--- src/include/chb_pkg.sv ---
// Package: constants and types for the cascadable lookup host port.
// Assumes a single clock domain and a synchronous active-low reset.
package chb_pkg;

  // ------------------------------------------------------------
  // Bus and register layout
  // ------------------------------------------------------------
  localparam int unsigned DAT_W = 33;
  localparam int unsigned ADR_W = 4;
  localparam int unsigned REG_W = 9;
  localparam logic [3:0] TESTMODE_ADR = 4'h7;
  localparam logic [3:0] STATUS_ADR_LO = 4'h6;
  localparam logic [3:0] CMD_ADR = 4'h0;
  // Testmode word fields
  localparam int unsigned SEL_LSB = 11;
  localparam int unsigned CTL_READ_BIT = 10;
  localparam int unsigned CTL_SLAVE_BIT = 9;
  // Selection codes
  localparam logic [2:0] SEL_MODE = 3'h0;
  localparam logic [2:0] SEL_TCFG = 3'h1;
  localparam logic [2:0] SEL_TEST_MULTIPLEXER_REGISTER = 3'h2;
  localparam logic [2:0] SEL_VERSION_OCTET_0 = 3'h4;
  // Mode and test configuration bit positions
  localparam int unsigned MODE_DUP_BIT = 8;
  localparam int unsigned TCFG_SRCH_BIT = 0;
  localparam int unsigned TCFG_READ_BIT = 1;
  localparam int unsigned TCFG_WRITE_BIT = 2;
  localparam logic [8:0] MODE_RST = 9'h000;
  localparam logic [8:0] TCFG_RST = 9'h000;
  localparam logic [8:0] TEST_MULTIPLEXER_REGISTER_RST = 9'h000;
  // Arbitrary version code, not tied to any part
  localparam logic [31:0] VERSION_CODE = 32'h0403_0201;
  // Request layout in the command word
  localparam int unsigned REQ_LSB = 28;
  localparam int unsigned LCI_W = 14;
  localparam logic [13:0] SLAVE_LCI_BASE = 14'h2000;
  // Processing time of a request in cycles
  localparam logic [3:0] BUSY_CYCLES = 4'h8;
  localparam logic [3:0] XCHG_CYCLE = 4'h4;

  // ------------------------------------------------------------
  // Cascade codes
  // ------------------------------------------------------------
  localparam logic [1:0] CAS_MISS = 2'h0;
  localparam logic [1:0] CAS_HIT = 2'h1;
  localparam logic [1:0] CAS_IDLE = 2'h2;
  localparam logic [1:0] CAS_NOSRCH = 2'h3;

  typedef enum logic [4:0] {
    CHB_IDLE = 5'b00001,
    CHB_SRCH = 5'b00010,
    CHB_NSRCH = 5'b00100,
    CHB_DONE = 5'b01000,
    CHB_PERR = 5'b10000
  } chb_state_t;

  typedef enum logic [3:0] {
    OP_NONE = 4'h0,
    OP_NORMAL = 4'h1,
    OP_PAR_WRITE = 4'h2,
    OP_PAR_READ = 4'h3,
    OP_PAR_SEARCH = 4'h4,
    OP_DUP_SEARCH = 4'h5
  } chb_op_t;

  typedef enum logic [3:0] {
    ST_OK = 4'h0,
    ST_BUSY = 4'h4,
    ST_ALARM_HIT = 4'h8,
    ST_ALARM_REFUSED = 4'h9,
    ST_ERR_PARITY = 4'hc,
    ST_ERR_CASCADE = 4'hd,
    ST_ERR_CMD = 4'he
  } chb_status_t;

endpackage : chb_pkg

--- src/include/chb_cfg_if.sv ---
// Interface: configuration register port between the host port and the
// register bank. Assumes one clock domain.
`timescale 1ns/1ps
`default_nettype none
interface chb_cfg_if;
  logic wr_en;
  logic [2:0] sel;
  logic [8:0] wdata;
  logic [8:0] rdata;
  logic [8:0] mode;
  logic [8:0] tcfg;
  logic [2:0] cas_in;

  modport port (output wr_en, output sel, output wdata, output cas_in,
                input rdata, input mode, input tcfg);
  modport bank (input wr_en, input sel, input wdata, input cas_in,
                output rdata, output mode, output tcfg);
endinterface : chb_cfg_if
`default_nettype wire

--- src/chb_regs.sv ---
// Register bank reached through the testmode word selection field.
// Assumes writes arrive only from the host port in the same clock domain.
`timescale 1ns/1ps
`default_nettype none
module chb_regs
  import chb_pkg::*;
(
  // Clock and reset
  input wire logic clk_in,
  input wire logic rst_n_in,
  // Register port
  chb_cfg_if.bank cfg
);

  logic [8:0] mode_q;
  logic [8:0] tcfg_q;
  logic [8:0] test_multiplexer_register_q;
  logic [8:0] rdata_q;
  logic [7:0] ver_oct;

  // ------------------------------------------------------------
  // Writable registers
  // ------------------------------------------------------------
  always_ff @(posedge clk_in) begin
    if (!rst_n_in) begin
      mode_q <= MODE_RST;
      tcfg_q <= TCFG_RST;
      test_multiplexer_register_q <= TEST_MULTIPLEXER_REGISTER_RST;
    end else if (cfg.wr_en) begin
      case (cfg.sel)
        SEL_MODE: mode_q <= cfg.wdata;
        SEL_TCFG: tcfg_q <= cfg.wdata;
        SEL_TEST_MULTIPLEXER_REGISTER: test_multiplexer_register_q <= cfg.wdata;
        default: ;
      endcase
    end
  end

  // ------------------------------------------------------------
  // Read data, registered
  // ------------------------------------------------------------
  always_comb begin
    ver_oct = VERSION_CODE[8 * cfg.sel[1:0] +: 8];
  end

  always_ff @(posedge clk_in) begin
    if (!rst_n_in) begin
      rdata_q <= 9'h000;
    end else begin
      case (cfg.sel)
        SEL_MODE: rdata_q <= mode_q;
        SEL_TCFG: rdata_q <= tcfg_q;
        SEL_TEST_MULTIPLEXER_REGISTER: rdata_q <= test_multiplexer_register_q;
        3'h3: rdata_q <= {6'h00, cfg.cas_in};
        default: rdata_q <= {1'b0, ver_oct};
      endcase
    end
  end

  assign cfg.rdata = rdata_q;
  assign cfg.mode = mode_q;
  assign cfg.tcfg = tcfg_q;

endmodule : chb_regs
`default_nettype wire

--- src/chb_host_port.sv ---
// Host bus port, test configuration decode and two-chip cascade logic.
// Assumes host inputs synchronous to clk_in; the board resolves the data
// bus from data_lines_oe_out.
//
// What this block does
// - Duplicate check set: search both chips first, refuse write on hit.
// - Parallel-write bit turns write request 4 into all-bank write.
// - Parallel-read bit turns read request 5 into all-bank read.
// - Parallel-search bit turns search request 3 into all-bank search.
// - Four read-only version octets, bit 8 reads zero.
// - Access only when chip select low at edge; write strobe picks direction.
// - Output enable gates data drivers, only during reads.
// - Bus width select low means 16 bits, else 32; held static.
// - Data line 0 gives odd parity over data and address lines.
// - In 16-bit mode upper data ignored on write, zero on read.
// - Both chips process each request; responder fixed or by search result.
// - During search each chip reports local result on cascade outputs 1..0.
// - Role strap 0 is master ids 0..8191, 1 slave 8192..16383.
// - Cascade outputs: 00 miss, 01 match, 10 idle, 11 requests 4..6.
// - Cascade inputs read with the same codes as the opposite chip state.
// - Master ignores cascade input 2; slave drives reads only when it is 1.
// - Master cascade output 2 low forbids slave read output, high allows.
// - During reset data bus undriven and cascade outputs 000.
`timescale 1ns/1ps
`default_nettype none
module chb_host_port
  import chb_pkg::*;
(
  // Clock and reset
  input wire logic clk_in,
  input wire logic rst_n_in,
  // Host bus
  input wire logic chip_sel_n_in,
  input wire logic write_n_in,
  input wire logic out_en_n_in,
  input wire logic [3:0] adr_in,
  input wire logic bus_width_select_in,
  input wire logic [32:0] data_lines_in,
  output logic [32:0] data_lines_out,
  output logic data_lines_oe_out,
  // Cascade link
  input wire logic cascade_role_select_in,
  input wire logic [2:0] cascade_in,
  output logic [2:0] cascade_out,
  // Core side: request launch and local result
  input wire logic local_match_in,
  output logic [3:0] op_kind_out,
  output logic op_start_out,
  output logic [13:0] local_connection_id_out,
  output logic respond_out
);

  chb_cfg_if cfg ();

  chb_state_t state_q, state_d;
  chb_status_t status_q;
  logic [3:0] cnt_q;
  logic [3:0] req_q;
  logic [13:0] lci_q;
  logic [3:0] op_q;
  logic start_q;
  logic respond_q;
  logic read_q;
  logic read_drive;
  logic [32:0] rdata_q;
  logic [2:0] sel_q;
  logic cmd_slave_q;
  logic par_ok;
  logic acc;
  logic wr_acc;
  logic rd_acc;
  logic [31:0] wdat;
  logic is_srch;
  logic own_req;
  logic slave_gate;
  logic local_hit_q;
  logic [1:0] co_q;
  logic co2_q;

  // ------------------------------------------------------------
  // Helpers
  // ------------------------------------------------------------
  function automatic logic odd_par_ok(input logic [32:0] d,
                                      input logic [3:0] a,
                                      input logic wide);
    logic [32:0] m;
    m = wide ? d : {16'h0000, d[16:0]};
    return ^{m, a};
  endfunction : odd_par_ok

  function automatic logic in_own_range(input logic [13:0] local_connection_id,
                                        input logic slave);
    return (local_connection_id >= SLAVE_LCI_BASE) == slave;
  endfunction : in_own_range

  // ------------------------------------------------------------
  // Bus decode
  // ------------------------------------------------------------
  assign acc = !chip_sel_n_in;
  assign wr_acc = acc && !write_n_in;
  assign rd_acc = acc && write_n_in;
  // Upper half dropped in narrow mode
  // Word bits sit one line above the parity line
  assign wdat = bus_width_select_in ? data_lines_in[32:1]
              : {16'h0000, data_lines_in[16:1]};
  assign par_ok = odd_par_ok(data_lines_in, adr_in,
                             bus_width_select_in);
  assign is_srch = (req_q >= 4'h1 && req_q <= 4'h3) ||
                   (req_q == 4'h4 && cfg.mode[MODE_DUP_BIT]);

  // Test word write into the register bank
  assign cfg.wr_en = wr_acc && par_ok && (adr_in == TESTMODE_ADR)
                     && !wdat[CTL_READ_BIT]
                     && !wdat[SEL_LSB + 2]
                     && (wdat[CTL_SLAVE_BIT]
                         == cascade_role_select_in)
                     && (state_q == CHB_IDLE || state_q == CHB_DONE);
  // Held selection feeds the registered read data between test words
  assign cfg.sel = cfg.wr_en ? wdat[SEL_LSB +: 3] : sel_q;
  assign cfg.wdata = wdat[8:0];
  assign cfg.cas_in = cascade_in;

  chb_regs u_regs (
    .clk_in(clk_in),
    .rst_n_in(rst_n_in),
    .cfg(cfg)
  );

  // ------------------------------------------------------------
  // Request sequencer
  // ------------------------------------------------------------
  always_comb begin
    state_d = state_q;
    case (state_q)
      CHB_IDLE, CHB_DONE: begin
        if (wr_acc && !par_ok) begin
          state_d = CHB_PERR;
        end else if (wr_acc && adr_in == CMD_ADR) begin
          state_d = ((wdat[REQ_LSB +: 4] >= 4'h1 &&
                      wdat[REQ_LSB +: 4] <= 4'h3) ||
                     (wdat[REQ_LSB +: 4] == 4'h4 &&
                      cfg.mode[MODE_DUP_BIT])) ? CHB_SRCH : CHB_NSRCH;
        end
      end
      CHB_SRCH, CHB_NSRCH: begin
        if (cnt_q == BUSY_CYCLES) begin
          state_d = CHB_DONE;
        end
      end
      CHB_PERR: begin
        // Left only by reading status
        if (rd_acc && adr_in[2:0] == STATUS_ADR_LO[2:0]) begin
          state_d = CHB_IDLE;
        end
      end
      default: state_d = CHB_IDLE;
    endcase
  end

  always_ff @(posedge clk_in) begin
    if (!rst_n_in) begin
      state_q <= CHB_IDLE;
      cnt_q <= 4'h0;
    end else begin
      state_q <= state_d;
      cnt_q <= (state_d == CHB_SRCH || state_d == CHB_NSRCH)
               && state_q == state_d ? cnt_q + 4'h1 : 4'h0;
    end
  end

  // Latch request and pick operation; both chips take every request
  always_ff @(posedge clk_in) begin
    if (!rst_n_in) begin
      req_q <= 4'h0;
      lci_q <= 14'h0000;
      op_q <= OP_NONE;
      start_q <= 1'b0;
    end else begin
      start_q <= 1'b0;
      if ((state_q == CHB_IDLE || state_q == CHB_DONE) &&
          (state_d == CHB_SRCH || state_d == CHB_NSRCH)) begin
        req_q <= wdat[REQ_LSB +: 4];
        lci_q <= wdat[LCI_W-1:0];
        start_q <= 1'b1;
        if (wdat[REQ_LSB +: 4] == 4'h4 && cfg.mode[MODE_DUP_BIT]) begin
          op_q <= OP_DUP_SEARCH;
        end else if (wdat[REQ_LSB +: 4] == 4'h4 &&
                     cfg.tcfg[TCFG_WRITE_BIT]) begin
          op_q <= OP_PAR_WRITE;
        end else if (wdat[REQ_LSB +: 4] == 4'h5 &&
                     cfg.tcfg[TCFG_READ_BIT]) begin
          op_q <= OP_PAR_READ;
        end else if (wdat[REQ_LSB +: 4] == 4'h3 &&
                     cfg.tcfg[TCFG_SRCH_BIT]) begin
          op_q <= OP_PAR_SEARCH;
        end else begin
          op_q <= OP_NORMAL;
        end
      end
    end
  end

  // Test word read/slave selection, held for the read that follows
  always_ff @(posedge clk_in) begin
    if (!rst_n_in) begin
      cmd_slave_q <= 1'b0;
      sel_q <= SEL_MODE;
    end else if (wr_acc && par_ok && adr_in == TESTMODE_ADR) begin
      cmd_slave_q <= wdat[CTL_SLAVE_BIT];
      sel_q <= wdat[SEL_LSB +: 3];
    end
  end

  // ------------------------------------------------------------
  // Local result, cascade outputs and responder choice
  // ------------------------------------------------------------
  always_ff @(posedge clk_in) begin
    if (!rst_n_in) begin
      local_hit_q <= 1'b0;
    end else if (start_q) begin
      local_hit_q <= 1'b0;
    end else if (state_q == CHB_SRCH && cnt_q == XCHG_CYCLE) begin
      local_hit_q <= local_match_in;
    end
  end

  always_comb begin
    if (req_q == 4'h6) begin
      own_req = cmd_slave_q == cascade_role_select_in;
    end else begin
      own_req = in_own_range(lci_q, cascade_role_select_in);
    end
  end

  always_ff @(posedge clk_in) begin
    if (!rst_n_in) begin
      co_q <= 2'h0;
    end else begin
      case (state_d)
        CHB_SRCH: co_q <= local_hit_q ? CAS_HIT : CAS_MISS;
        CHB_NSRCH: co_q <= CAS_NOSRCH;
        default: co_q <= CAS_IDLE;
      endcase
    end
  end

  // Master gates slave reads; parity trouble keeps the slave quiet
  always_ff @(posedge clk_in) begin
    if (!rst_n_in) begin
      co2_q <= 1'b0;
    end else begin
      co2_q <= !cascade_role_select_in && state_d != CHB_PERR
               && !own_req;
    end
  end
  assign cascade_out = {co2_q, co_q};

  // Decide who answers once the request ends
  always_ff @(posedge clk_in) begin
    if (!rst_n_in) begin
      respond_q <= 1'b0;
      status_q <= ST_OK;
    end else if (start_q) begin
      respond_q <= 1'b0;
      status_q <= ST_BUSY;
    end else if (state_q == CHB_PERR) begin
      status_q <= ST_ERR_PARITY;
    end else if (state_q != CHB_DONE && state_d == CHB_DONE) begin
      if (is_srch) begin
        if (req_q == 4'h4) begin
          // Checked write still answers by its id range
          respond_q <= own_req;
        end else if (!cascade_role_select_in) begin
          respond_q <= local_hit_q || cascade_in[1:0] != CAS_HIT;
        end else begin
          respond_q <= local_hit_q && cascade_in[1:0] == CAS_MISS;
        end
        if (!cascade_role_select_in && cascade_in[1]) begin
          status_q <= ST_ERR_CASCADE;
        end else if (req_q == 4'h4 &&
                     (local_hit_q || cascade_in[1:0] == CAS_HIT)) begin
          status_q <= ST_ALARM_REFUSED;
        end else if (local_hit_q && cascade_in[1:0] == CAS_HIT) begin
          status_q <= ST_ALARM_HIT;
        end else begin
          status_q <= ST_OK;
        end
      end else begin
        respond_q <= own_req;
        status_q <= (!cascade_role_select_in &&
                     cascade_in[1:0] == CAS_IDLE) ? ST_ERR_CASCADE
                                                  : ST_OK;
      end
    end
  end

  // Core launch; a duplicate hit leaves the line untouched
  assign op_start_out = start_q;
  assign op_kind_out = op_q;
  assign local_connection_id_out = lci_q;
  assign respond_out = respond_q && status_q != ST_ALARM_REFUSED;

  // ------------------------------------------------------------
  // Read path
  // ------------------------------------------------------------
  always_ff @(posedge clk_in) begin
    if (!rst_n_in) begin
      read_q <= 1'b0;
      rdata_q <= 33'h0;
    end else begin
      read_q <= rd_acc;
      if (rd_acc) begin
        if (adr_in[2:0] == STATUS_ADR_LO[2:0]) begin
          rdata_q[32:1] <= {28'h0, status_q};
        end else if (adr_in == TESTMODE_ADR) begin
          rdata_q[32:1] <= {23'h0, cfg.rdata};
        end else begin
          rdata_q[32:1] <= 32'h0;
        end
      end
    end
  end

  // Parity bit completes lines to odd; narrow mode zeroes upper half
  always_comb begin
    data_lines_out = bus_width_select_in ? rdata_q
                   : {16'h0000, rdata_q[16:0]};
    data_lines_out[0] = ~^{data_lines_out[32:1], adr_in};
  end

  // Slave output gated by cascade input 2; master ignores it
  assign slave_gate = !cascade_role_select_in || cascade_in[2];
  assign read_drive = read_q && !out_en_n_in;
  assign data_lines_oe_out = rst_n_in && read_drive && slave_gate;

endmodule : chb_host_port
`default_nettype wire

--- config.mk ---
export PLATFORM = sky130hd
export DESIGN_NAME = chb_host_port
export DESIGN_NICKNAME = d
export VERILOG_FILES = /design/src/include/chb_pkg.sv /design/src/include/chb_cfg_if.sv /design/src/chb_regs.sv /design/src/chb_host_port.sv
export SDC_FILE = /design/constraint.sdc
export NUM_CORES = 1
export LEC_CHECK = 0
export ABC_AREA = 1
export BUFFER_PORTS_ARGS = -buffer_cell sky130_fd_sc_hd__clkbuf_2
export CAP_MARGIN = 5
export CORE_MARGIN = 2
export CORE_UTILIZATION = 38
export DETAILED_ROUTE_END_ITERATION = 6
export GPL_ROUTABILITY_DRIVEN = 0
export GPL_TIMING_DRIVEN = 0
export HOLD_SLACK_MARGIN = 0.06
export PLACE_DENSITY_LB_ADDON = 0.25
export SKIP_CTS_REPAIR_TIMING = 1
export SLEW_MARGIN = 5
export SYNTH_ARGS = -nofsm -noshare
export SYNTH_HDL_FRONTEND = slang
export SYNTH_SLANG_ARGS = --single-unit
--- constraint.sdc ---
create_clock -name clk_in -period 5.4 [get_ports clk_in]
set_input_delay 1.08 -clock clk_in [delete_from_list [all_inputs] [get_ports clk_in]]
set_output_delay 1.08 -clock clk_in [all_outputs]
set_load 0.005 [all_outputs]
==> results.json <==
{
  "outcome": "completed",
  "crit_required_ns": 5.64,
  "worst_slew_pin_slew_ns": 0.987,
  "crit_top_cell": "nand2_1",
  "port_buffers": 79,
  "hpwl_um": 10400,
  "cts_made_buffers": 9,
  "clock-sinks": 89,
  "cap_violations": 0,
  "layout_setup_ws_ns": 0.840,
  "syn-cell-area_um2": 5150,
  "critical_path_arrival_ns": 4.80,
  "finalCritPeriodShare_pct": 84.4,
  "nFillCells": 1431,
  "slew-limit-headroom_pct": 34.0,
  "cp_cell_sequence": "clkbuf_2, inv_1, ha_1, inv_1, nand2_1, nand2_1, nand2_1, nand2_1, nand3_1, nand2_1, inv_1, nand2_1, nand2_2, inv_1, nand3_2, nand2_2, nand3_2, o21ai_0, ha_1, clkbuf_1, nand4_1, buf_6, o21ai_0, a21oi_1",
  "instances_no_fill": 1058,
  "post_dp_cell_area_um2": 5850,
  "via_per_inst": 4.65,
  "antenna_found_initial": 0,
  "grt_pass1_wl_um": 21100,
  "drive_above_1_share_pct": 17.6,
  "synth_edf_count": 0,
  "cp_slowest_cell": "nand4_1",
  "diodes": 0,
  "critPathMaxFanout": 10,
  "pre_cts_ws_ns": 0.485,
  "wirelength_um": 13300,
  "setup-violations-final": 0,
  "power.density_nw_per_um2": 259,
  "hold_viol_final": 0,
  "drv_slew": 0,
  "power_mw": 1.59,
  "vias": 4915,
  "synth_cell_types": 37,
  "cts.clk_slew.worst_paths_ns": 0.07,
  "overflow": 0,
  "fmaxAchievable_mhz": 219,
  "synth-main-ff-cell": "dfxtp_1",
  "track_usage_pct": 18.6,
  "ant_nets": 0,
  "ios": 105,
  "setup-tns-final_ns": 0,
  "ys_warn_count": 0,
  "dieWidth_um": 120,
  "layout_common_cells": "176 x nand2_1, 104 x inv_1, 89 x dfxtp_1, 79 x clkbuf_2",
  "coreArea_um2": 13200,
  "firstDrtPassIters": 5,
  "yosysSeqAreaShare_pct": 34.6,
  "die_h_um": 120,
  "clk_latency_ns": 0.35,
  "rsz0062_at_grt": "no",
  "grt_max_degree": 18,
  "min_path_type": "reg2reg",
  "syn_avg_cell_area_um2": 6.74,
  "p_leak_nw": 2.88,
  "layout_commonest_cell": "nand2_1",
  "dpl.cell_count": 1042,
  "cts_tree": "yes",
  "skew_ns": 0.00880,
  "syn_inst": 764,
  "die_area_um2": 14500,
  "drc": 0,
  "clk_path_buf_depth": 2,
  "drtIter0Drc": 236,
  "slowest_delay_ns": 0.47,
  "fin_nets": 936,
  "start_kind": "primary input",
  "root_buffer": "clkbuf_16",
  "finalCriticalPeriod_ns": 4.56,
  "num_rows": 42,
  "crit_path_end_kind": "register",
  "htreeDepth": 3,
  "area_growth_pct": 19.2,
  "final_area_um2": 6130,
  "grt_pass1_vias": 4238,
  "peakVddDrop_mv": 0.150,
  "worstSetupPathType": "in2reg",
  "ys_seq_elements": 89,
  "synthArstFlopShare_pct": 0,
  "wire_per_inst_um": 12.5,
  "start_util_pct": 38.9
}
[worst max-delay path: cells and delay by family]
family	cells	cell delay, ns
AO/OA/AOI/OAI	3	0.57
adder cells (fa/ha/maj)	2	0.53
buffers and inverters	7	1.06
AND/OR/NAND/NOR	12	1.57
[power breakdown]
| part | internal [mW] | total, mW | switching, mW |
|---|---|---|---|
| combinational | 0.101 | 0.305 | 0.203 |
| clock | 0.320 | 0.605 | 0.285 |
| sequential | 0.669 | 0.679 | 0.00962 |
| total | 1.09 | 1.59 | 0.498 |
[metrics by stage]
step	hold WS (ns)	util, %
6_report	0.442	46.3
2_1_floorplan	0.424	-
5_1_grt	0.457	46.3
4_1_cts	0.445	46.3
3_5_place_dp	0.436	44.2
3_3_place_gp	0.430	44.2
[cells by family after synthesis]
| group | share of synthesized area (%) |
|---|---|
| fa+ha+maj | 2.67 |
| flops | 34.6 |
| compound gates | 14.2 |
| other cells | 0.0729 |
| xor+xnor | 3.74 |
| buf+inv | 15.0 |
| simple gates | 29.7 |
[cells in the mapped netlist, types with 6 or more instances]
cell type    n  area, µm²
nand2_1    176        661
inv_1      104        390
dfxtp_1     89       1780
a21oi_1     65        325
nand3_1     65        325
nor2_1      65        244
o21ai_0     43        215
buf_4       27        203
clkbuf_1    14       52.6
xnor2_1     13        114
ha_1        11        138
nand3b_1     9       67.6
xor2_1       9       78.8
buf_6        8       90.1
nand2_2      8       50.1
nor3_1       8       40.0
nand3_2      7       70.1
a31oi_1      6       37.5
o211ai_1     6       45.0
[registers in the layout (all words and copies together) (netlist names), 2 cells and up]
register                            count
state_q                                 5
cnt_q                                   4
co_q                                    2
rdata_q                                 9
u_regs.cfg.tcfg                         9
local_connection_id_out                14
sel_q                                   3
req_q                                   4
op_kind_out                             3
status_q                                3
u_regs.cfg.rdata                        9
u_regs.test_multiplexer_register_q      9
u_regs.cfg.mode                         9
[path summary, 6_finish.rpt]
| path | endpoint | startpoint | cells after the start | slack, ns |
|---|---|---|---|---|
| setup reg to reg | u_regs.test_multiplexer_register_q[8] | state_q[0] | 11 | 1.89 |
| hold / removal | rdata_q[7] | u_regs.cfg.rdata[6] | 2 | 0.44 |
| setup / recovery | u_regs.test_multiplexer_register_q[8] | adr_in[2] | 24 | 0.84 |
| hold reg to reg | rdata_q[7] | u_regs.cfg.rdata[6] | 2 | 0.44 |
[final cells by class]
cell class | count | area [µm²] | share of cell area [%]
multi-input cells | 537 | 2680 | 43.7
flip-flops and latches | 89 | 1780 | 29.0
inverters | 107 | 402 | 6.55
repair buffers | 79 | 395 | 6.45
plain buffers | 54 | 368 | 6.00
clock buffers | 9 | 225 | 3.67
well taps | 176 | 220 | 3.59
clock inverters | 7 | 61.3 | 0.999
[per-layer routing]
layer  vias to the layer above  routed length, µm  global-route usage (%)
li1                       2631                  -                       -
met1                      2129               6310                    25.6
met2                       137               5960                    28.8
met3                        18                694                    3.30
met4                         0                288                    7.27
met5                         -                  0                       0
Note: power is estimated with default switching activity, not from simulation.
